### config.mk
export PLATFORM = sky130hd
export DESIGN_NAME = pfm_top
export DESIGN_NICKNAME = d
export VERILOG_FILES = /design/src/core/pfm_pkg.sv /design/src/core/pfm_top.sv
export SDC_FILE = /design/constraint.sdc
export NUM_CORES = 1
export LEC_CHECK = 0
export ABC_AREA = 1
export BUFFER_PORTS_ARGS = -buffer_cell sky130_fd_sc_hd__buf_2
export CAP_MARGIN = 30
export CELL_PAD_IN_SITES_DETAIL_PLACEMENT = 1
export CELL_PAD_IN_SITES_GLOBAL_PLACEMENT = 1
export CORE_UTILIZATION = 38
export CTS_CLUSTER_SIZE = 20
export DETAILED_ROUTE_END_ITERATION = 6
export PLACE_DENSITY = 0.9
export SETUP_SLACK_MARGIN = 0.02
export SLEW_MARGIN = 10
export SYNTH_ARGS = -nofsm -noshare
export SYNTH_HDL_FRONTEND = slang
export SYNTH_SLANG_ARGS = --single-unit
### constraint.sdc
create_clock -name sys_clk -period 3.3 [get_ports sys_clk]
set_clock_uncertainty 0.15 [all_clocks]
set_input_delay 0.33 -clock sys_clk [delete_from_list [all_inputs] [get_ports sys_clk]]
set_output_delay 0.33 -clock sys_clk [all_outputs]
set_load 0.01 [all_outputs]
### src/core/pfm_pkg.sv
package pfm_pkg;

    // ------------------------------------------------------------
    // register byte offsets
    // ------------------------------------------------------------
    localparam logic [7:0] OFS_FSEL_LO  = 8'h00;
    localparam logic [7:0] OFS_FSEL_HI  = 8'h04;
    localparam logic [7:0] OFS_DATA     = 8'h08;
    localparam logic [7:0] OFS_DIR      = 8'h0c;
    localparam logic [7:0] OFS_BITOP    = 8'h10;
    localparam logic [7:0] OFS_PIN      = 8'h14;
    localparam logic [7:0] OFS_WAKE_EN  = 8'h18;
    localparam logic [7:0] OFS_INT_STAT = 8'h1c;
    localparam logic [7:0] OFS_INT_MASK = 8'h20;
    localparam logic [7:0] OFS_SLEEP    = 8'h24;

    // ------------------------------------------------------------
    // reset values and masks
    // ------------------------------------------------------------
    localparam logic [7:0] RST_FSEL    = 8'h00;
    localparam logic [7:0] RST_PORT    = 8'hff;
    localparam logic [8:0] RST_WAKE_EN = 9'h000;
    localparam logic [7:0] SEL_MASK_A  = 8'h3f;
    localparam logic [7:0] SEL_MASK_B  = 8'hff;
    localparam logic [8:0] WAKE_MASK_A = 9'h1ff;
    localparam logic [8:0] WAKE_MASK_B = 9'h0ff;

    // ------------------------------------------------------------
    // field positions
    // ------------------------------------------------------------
    localparam int BITOP_IDX_LSB = 0;
    localparam int BITOP_VAL_POS = 3;
    localparam int BITOP_TGT_POS = 4;
    localparam int INT_WAKE_POS  = 0;
    localparam int SLEEP_POS     = 0;

    // ------------------------------------------------------------
    // types
    // ------------------------------------------------------------
    typedef enum logic [1:0] {FN_GPIO, FN_CMP, FN_COM, FN_SEG} pfm_fn_e;

    // cmp[0]/com[0] serve pin 0, cmp[1]/com[1] serve pin 1
    typedef struct packed {
        logic [7:0] seg;
        logic [7:0] segOe;
        logic [1:0] cmp;
        logic [1:0] com;
        logic [1:0] comOe;
    } pfm_periph_s;

    typedef struct packed {
        logic [7:0] out;
        logic [7:0] oe;
    } pfm_pin_s;

endpackage

### src/core/pfm_top.sv
`timescale 1ns/10ps
// How it works
// - variant A pin 2: 11 gives segment 2
// - variant A pins 0,1: comparator or common
// - variant A selector bits 7,6 read zero
// - variant B pins 0-3: 11 gives segments
// - variant B pins 4-7: 11 gives segments
// - reset sets data and direction to ones
// - all pins come out of reset inputs
// - new output drives high after reset
// - direction by byte or by bit
// - bit operation rewrites whole port byte
// - falling edge wakes from sleep
// - wake pins: variant-specific wake port only
// - each wake pin enabled independently
module pfm_top
    import pfm_pkg::*;
#(
    parameter bit IS_B = 1'b0
) (
    input  wire logic        sys_clk,
    input  wire logic        rst_n,
    input  wire logic        hsel,
    input  wire logic [31:0] haddr,
    input  wire logic [1:0]  htrans,
    input  wire logic        hwrite,
    input  wire logic [2:0]  hsize,
    input  wire logic [31:0] hwdata,
    input  wire logic        hready,
    output logic             hreadyout,
    output logic [31:0]      hrdata,
    output logic             hresp,
    input  wire logic [7:0]  pfIn,
    output pfm_pin_s         pfDrive,
    input  wire pfm_periph_s periph,
    input  wire logic [8:0]  wakeIn,
    output logic             sleepMode,
    output logic             irq
);

    // ------------------------------------------------------------
    // helpers
    // ------------------------------------------------------------
    function automatic logic hit(input logic [7:0] a, input logic [7:0] ofs);
        return a == ofs;
    endfunction

    function automatic pfm_fn_e pinFn(input logic isB, input int idx, input logic [1:0] f);
        if (f == 2'b11) begin
            if (isB || idx == 2) begin
                return FN_SEG;
            end
            return (idx < 2) ? FN_COM : FN_GPIO;
        end
        if (f == 2'b10 && !isB && idx < 2) begin
            return FN_CMP;
        end
        return FN_GPIO;
    endfunction

    // ------------------------------------------------------------
    // state
    // ------------------------------------------------------------
    logic        dpActive_reg;
    logic        dpWrite_reg;
    logic [7:0]  dpAddr_reg;
    logic        hreadyout_reg;
    logic [31:0] hrdata_reg;
    logic [7:0]  fselLo_reg;
    logic [7:0]  fselHi_reg;
    logic [7:0]  data_reg;
    logic [7:0]  dir_reg;
    logic [8:0]  wakeEn_reg;
    logic        intStat_reg;
    logic        intMask_reg;
    logic        sleep_reg;
    logic        irq_reg;
    logic [7:0]  pfMeta;
    logic [7:0]  pfSync;
    logic [8:0]  wkMeta;
    logic [8:0]  wkSync;
    logic [8:0]  wkPrev;
    pfm_pin_s    pfDrive_reg;

    // ------------------------------------------------------------
    // bus decode
    // ------------------------------------------------------------
    wire         addrTake = hsel && htrans[1] && hready;
    wire         wrEn     = dpActive_reg && dpWrite_reg;
    wire         wrLo     = wrEn && hit(dpAddr_reg, OFS_FSEL_LO);
    wire         wrHi     = wrEn && hit(dpAddr_reg, OFS_FSEL_HI) && IS_B;
    wire         wrData   = wrEn && hit(dpAddr_reg, OFS_DATA);
    wire         wrDir    = wrEn && hit(dpAddr_reg, OFS_DIR);
    wire         wrBitop  = wrEn && hit(dpAddr_reg, OFS_BITOP);
    wire         wrWake   = wrEn && hit(dpAddr_reg, OFS_WAKE_EN);
    wire         wrStat   = wrEn && hit(dpAddr_reg, OFS_INT_STAT);
    wire         wrMask   = wrEn && hit(dpAddr_reg, OFS_INT_MASK);
    wire         wrSleep  = wrEn && hit(dpAddr_reg, OFS_SLEEP);
    wire [7:0]   wd8      = hwdata[7:0];

    wire [31:0] rdMux =
        hit(dpAddr_reg, OFS_FSEL_LO)  ? {24'h000000, fselLo_reg} :
        hit(dpAddr_reg, OFS_FSEL_HI)  ? {24'h000000, fselHi_reg} :
        hit(dpAddr_reg, OFS_DATA)     ? {24'h000000, data_reg} :
        hit(dpAddr_reg, OFS_DIR)      ? {24'h000000, dir_reg} :
        hit(dpAddr_reg, OFS_PIN)      ? {24'h000000, pfSync} :
        hit(dpAddr_reg, OFS_WAKE_EN)  ? {23'h000000, wakeEn_reg} :
        hit(dpAddr_reg, OFS_INT_STAT) ? {31'h00000000, intStat_reg} :
        hit(dpAddr_reg, OFS_INT_MASK) ? {31'h00000000, intMask_reg} :
        hit(dpAddr_reg, OFS_SLEEP)    ? {31'h00000000, sleep_reg} :
                                        32'h00000000;

    // ------------------------------------------------------------
    // register next values
    // ------------------------------------------------------------
    // unimplemented selector bits
    wire [7:0]  selMask  = IS_B ? SEL_MASK_B : SEL_MASK_A;
    wire [8:0]  wakeMask = IS_B ? WAKE_MASK_B : WAKE_MASK_A;
    wire [7:0]  fselLo_next = wrLo ? (wd8 & selMask) : fselLo_reg;
    wire [7:0]  fselHi_next = wrHi ? wd8 : fselHi_reg;

    // read whole byte, change one bit
    wire [2:0]  bIdx    = hwdata[BITOP_IDX_LSB +: 3];
    wire        bVal    = hwdata[BITOP_VAL_POS];
    wire        bTgtDir = hwdata[BITOP_TGT_POS];
    wire [7:0]  bMask   = 8'h01 << bIdx;
    wire [7:0]  rmwSrc  = bTgtDir ? dir_reg : pfSync;
    wire [7:0]  rmwVal  = (rmwSrc & ~bMask) | (bVal ? bMask : 8'h00);

    wire [7:0]  dir_next  = wrDir ? wd8 : ((wrBitop && bTgtDir) ? rmwVal : dir_reg);
    wire [7:0]  data_next = wrData ? wd8 : ((wrBitop && !bTgtDir) ? rmwVal : data_reg);

    wire [8:0]  wakeEn_next = wrWake ? (hwdata[8:0] & wakeMask) : wakeEn_reg;

    wire [8:0]  wkFall  = wkPrev & ~wkSync & wakeEn_reg;
    wire        wakeEvt = sleep_reg && (|wkFall);
    wire        sleep_next = wakeEvt ? 1'b0 : (wrSleep ? hwdata[SLEEP_POS] : sleep_reg);

    // set beats a same-cycle clear
    wire        intStat_next = (intStat_reg && !(wrStat && hwdata[INT_WAKE_POS])) || wakeEvt;
    wire        intMask_next = wrMask ? hwdata[INT_WAKE_POS] : intMask_reg;

    // ------------------------------------------------------------
    // pin function mux
    // ------------------------------------------------------------
    wire [15:0] sel16 = {fselHi_reg, fselLo_reg};
    pfm_fn_e    fn [8];
    pfm_pin_s   drv_next;

    genvar i;
    generate
        for (i = 0; i < 8; i++) begin : g_pin
            assign fn[i] = pinFn(IS_B, i, sel16[2*i +: 2]);
            assign drv_next.out[i] =
                (fn[i] == FN_SEG) ? periph.seg[i] :
                (fn[i] == FN_CMP) ? periph.cmp[i % 2] :
                (fn[i] == FN_COM) ? periph.com[i % 2] : data_reg[i];
            assign drv_next.oe[i] =
                (fn[i] == FN_SEG) ? periph.segOe[i] :
                (fn[i] == FN_CMP) ? 1'b1 :
                (fn[i] == FN_COM) ? periph.comOe[i % 2] : !dir_reg[i];
        end
    endgenerate

    // ------------------------------------------------------------
    // flops
    // ------------------------------------------------------------
    always_ff @(posedge sys_clk) begin
        if (!rst_n) begin
            dpActive_reg  <= 1'b0;
            dpWrite_reg   <= 1'b0;
            dpAddr_reg    <= 8'h00;
            hreadyout_reg <= 1'b1;
            hrdata_reg    <= 32'h00000000;
        end else if (dpActive_reg) begin
            dpActive_reg  <= 1'b0;
            hreadyout_reg <= 1'b1;
            hrdata_reg    <= dpWrite_reg ? 32'h00000000 : rdMux;
        end else if (addrTake) begin
            dpActive_reg  <= 1'b1;
            dpWrite_reg   <= hwrite;
            dpAddr_reg    <= haddr[7:0];
            hreadyout_reg <= 1'b0;
        end
    end

    always_ff @(posedge sys_clk) begin
        if (!rst_n) begin
            fselLo_reg  <= RST_FSEL;
            fselHi_reg  <= RST_FSEL;
            data_reg    <= RST_PORT;
            dir_reg     <= RST_PORT;
            wakeEn_reg  <= RST_WAKE_EN;
            intStat_reg <= 1'b0;
            intMask_reg <= 1'b0;
            sleep_reg   <= 1'b0;
            irq_reg     <= 1'b0;
        end else begin
            fselLo_reg  <= fselLo_next;
            fselHi_reg  <= fselHi_next;
            data_reg    <= data_next;
            dir_reg     <= dir_next;
            wakeEn_reg  <= wakeEn_next;
            intStat_reg <= intStat_next;
            intMask_reg <= intMask_next;
            sleep_reg   <= sleep_next;
            irq_reg     <= intStat_next && intMask_next;
        end
    end

    // pins are asynchronous to sys_clk
    always_ff @(posedge sys_clk) begin
        if (!rst_n) begin
            pfMeta      <= RST_PORT;
            pfSync      <= RST_PORT;
            wkMeta      <= 9'h1ff;
            wkSync      <= 9'h1ff;
            wkPrev      <= 9'h1ff;
            pfDrive_reg <= {RST_PORT, 8'h00};
        end else begin
            pfMeta      <= pfIn;
            pfSync      <= pfMeta;
            wkMeta      <= wakeIn;
            wkSync      <= wkMeta;
            wkPrev      <= wkSync;
            pfDrive_reg <= drv_next;
        end
    end

    assign hreadyout = hreadyout_reg;
    assign hrdata    = hrdata_reg;
    assign hresp     = 1'b0;
    assign pfDrive   = pfDrive_reg;
    assign sleepMode = sleep_reg;
    assign irq       = irq_reg;

    generate
        for (i = 0; i < 8; i++) begin : g_chk

        end
    endgenerate
endmodule

==> results.py <==
metrics = {
    "sta": {
        "finalSetupTns_ps": 0,
        "setup_violations": 0,
        "finalCriticalPeriod_ps": 2068,
        "period_share": 0.6266,
        "layout_setup_ws_ps": 1232,
        "rsz0062_at_grt": "no",
        "hold_viol_final": 0,
        "maxSlewViolCount": 0,
        "fmax_ghz": 0.4836,
        "hold_ws_ps": 24.69,
    },
    "yosys": {
        "syn-cell-area_um2": 4695,
        "netlist_top_cells_count": "nand2_1, dfxtp_1, inv_1",
        "avgSynthCellArea_um2": 7.997,
        "synth_edf_count": 0,
        "synth.most_common_cell": "nand2_1",
        "synthFlopType": "dfxtp_1",
        "synth_top_cell_by_area": "dfxtp_1",
        "synthCells": 587,
        "ys_seq_area_frac": 0.4861,
        "synth-async-reset-ratio": 0,
        "yosysTopAreaCellShare": 0.4861,
        "ys_types": 41,
        "synth_warnings": 0,
        "synthTopCellsByArea": "dfxtp_1, nand2_1, or2_2, o21ai_0, buf_4",
        "ys_seq_elements": 114,
    },
    "drt": {
        "vias": 4313,
        "routed_via_density": 5.116,
        "drtIter0Drc": 210,
        "wl_per_cell_um": 16.95,
        "top_layer": "met4",
        "wl_met1_um": 5512,
        "wl_met2_um": 7446,
        "drt_wl_total_um": 14290,
        "wl_met3_um": 857,
        "drc": 0,
        "drtAntennaViolNets": 0,
        "first_pass_iters": 5,
    },
    "floorplanning": {
        "core_area_um2": 12010,
        "die_w_um": 113.2,
        "die_y_um": 113.2,
        "rows": 40,
        "pin_count": 165,
        "die_area_um2": 12800,
        "start_util": 0.3908,
    },
    "placed_design": {
        "hpwl_um": 9649,
        "dp_slack_ps": 1299,
        "io_buffers": 75,
        "gp_congestion": 0.8778,
    },
    "critical_path": {
        "r2r_slack_ps": 1230,
        "crit_path_start_kind": "flop",
        "critical_path.endpoint_type": "flop",
        "crit_path_max_fanout": 7,
        "cp_slowest_cell": "dfxtp_1",
        "crit_type": "flop to flop",
        "path_common_cell": "nand2_1",
        "critPathRequiredTime_ps": 3510,
        "critPathArrivalTime_ps": 2280,
        "max_stage_delay_ps": 450,
        "crit_chain": "nand2_1 > nor2_1 > nand2_1 > o21ai_0 > o22ai_1 > nand2_1 > nand2_1 > nand2_1",
    },
    "final_layout": {
        "antenna_cells": 0,
        "final_util": 0.4846,
        "area_growth_pct": 23.99,
        "largest_reg_flops": 16,
        "final_nets": 796,
        "post_route_cells_drive_above_1_share": 0.2514,
    },
    "global_routing": {
        "first_global_vias": 4610,
        "grt_pass1_wl_um": 22980,
        "antenna_found_initial": 1,
        "grt_max_degree": 45,
        "grt_usage": 0.2373,
        "gr-total-overflow": 0,
    },
    "clocking": {
        "cts_root_buffer": "clkbuf_16",
        "cts_hold_buf": 18,
        "cts_max_level": 4,
        "clk_pin_slew_ps": 60,
        "clk_latency_ps": 420,
        "clock-sinks": 114,
        "cts_buffers": 17,
        "cts_tree": "yes",
        "cts.repair.resized": 0,
        "clk_path_buf_depth": 2,
        "post_cts_buffers": 0,
    },
    "power": {
        "ir_drop_mv": 0.2932,
        "total_leakage_power_nw": 2.793,
        "powerDensity_nw_per_um2": 575.0,
        "total_power_mw": 3.347,
    },
    "hold_path": {
        "min_path_type": "input port to flop",
    },
    "run": {
        "maxCapViolations": 0,
    },
    "status": {
        "status": "completed",
    },
}
## power by group
| group | internal [mW] | switching [mW] | total (mW) | leakage, nW |
|---|---|---|---|---|
| combinational | 0.0837 | 0.148 | 0.232 | 1.61 |
| sequential | 1.41 | 0.0141 | 1.42 | 0.930 |
| clock | 0.986 | 0.708 | 1.69 | 0.249 |
## cells in the final DEF (no fill, tap or decap), types with 2 or more instances in the layout
cell type        n
nand2_1        132
o22ai_1          5
buf_2           75
nor2_2           2
dlygate4sd3_1   18
nor2_4           6
nand2_2          6
clkinvlp_4       6
clkinv_4         2
buf_4            3
conb_1          24
a211oi_1         6
o21ai_0         43
nand4_1          4
a31oi_1          3
o211ai_1         7
nand3_1         29
o21ai_1         12
inv_2            7
clkinv_2         2
nor2_1          27
inv_6            4
o2111ai_1        6
inv_1           46
clkbuf_16       17
nand2_4          2
or2_2           37
dfxtp_1        114
a21oi_1         32
clkinv_1         2
o31ai_1          2
o221ai_1         2
## critical path: cells and delay by family (launching register included)
family	cells	cell delay [ps]
flops	1	450
simple gates	6	820
compound gates	2	600
## worst paths after layout
| check | startpoint | endpoint | cells past startpoint |
|---|---|---|---|
| worst max register to register | dpAddr_reg[2] | hrdata[4] | 8 |
| worst max-delay path | dpAddr_reg[2] | hrdata[4] | 8 |
| worst min register to register | pfMeta[6] | pfSync[6] | 1 |
| worst min-delay path | periph[3] | pfDrive[9] | 3 |
## through the flow
step	cell area, um^2	std cells
floorplan	4781	610
global placement	5095	793
detailed placement	5095	793
CTS	5821	843
global route	5821	843
finish	5821	843
## layer usage
| metal | up-vias | GRT usage |
|---|---|---|
| li1 | 2067 | - |
| met1 | 2072 | 0.2497 |
| met2 | 135 | 0.4344 |
| met3 | 39 | 0.06481 |
| met4 | 0 | 0.1175 |
| met5 | - | 0 |
## logic make-up after synthesis
group,count (synthesis),synth area share
AND/OR/NAND/NOR,251,0.2591
multiplexers,1,0.002132
other,1,0.0007988
AO/OA/AOI/OAI,122,0.1498
flip-flops,114,0.4861
buffers and inverters,98,0.1021
## final cells by class
type / instances / area (um^2)
fill: 1483 / 6191
sequential: 114 / 2282
multi-input combinational: 398 / 2019
timing repair buffer: 96 / 578.1
clock buffer: 19 / 442.9
inverter: 56 / 211.5
tap: 147 / 183.9
clock inverter: 13 / 102.6
(Power assumes the default switching activity.)
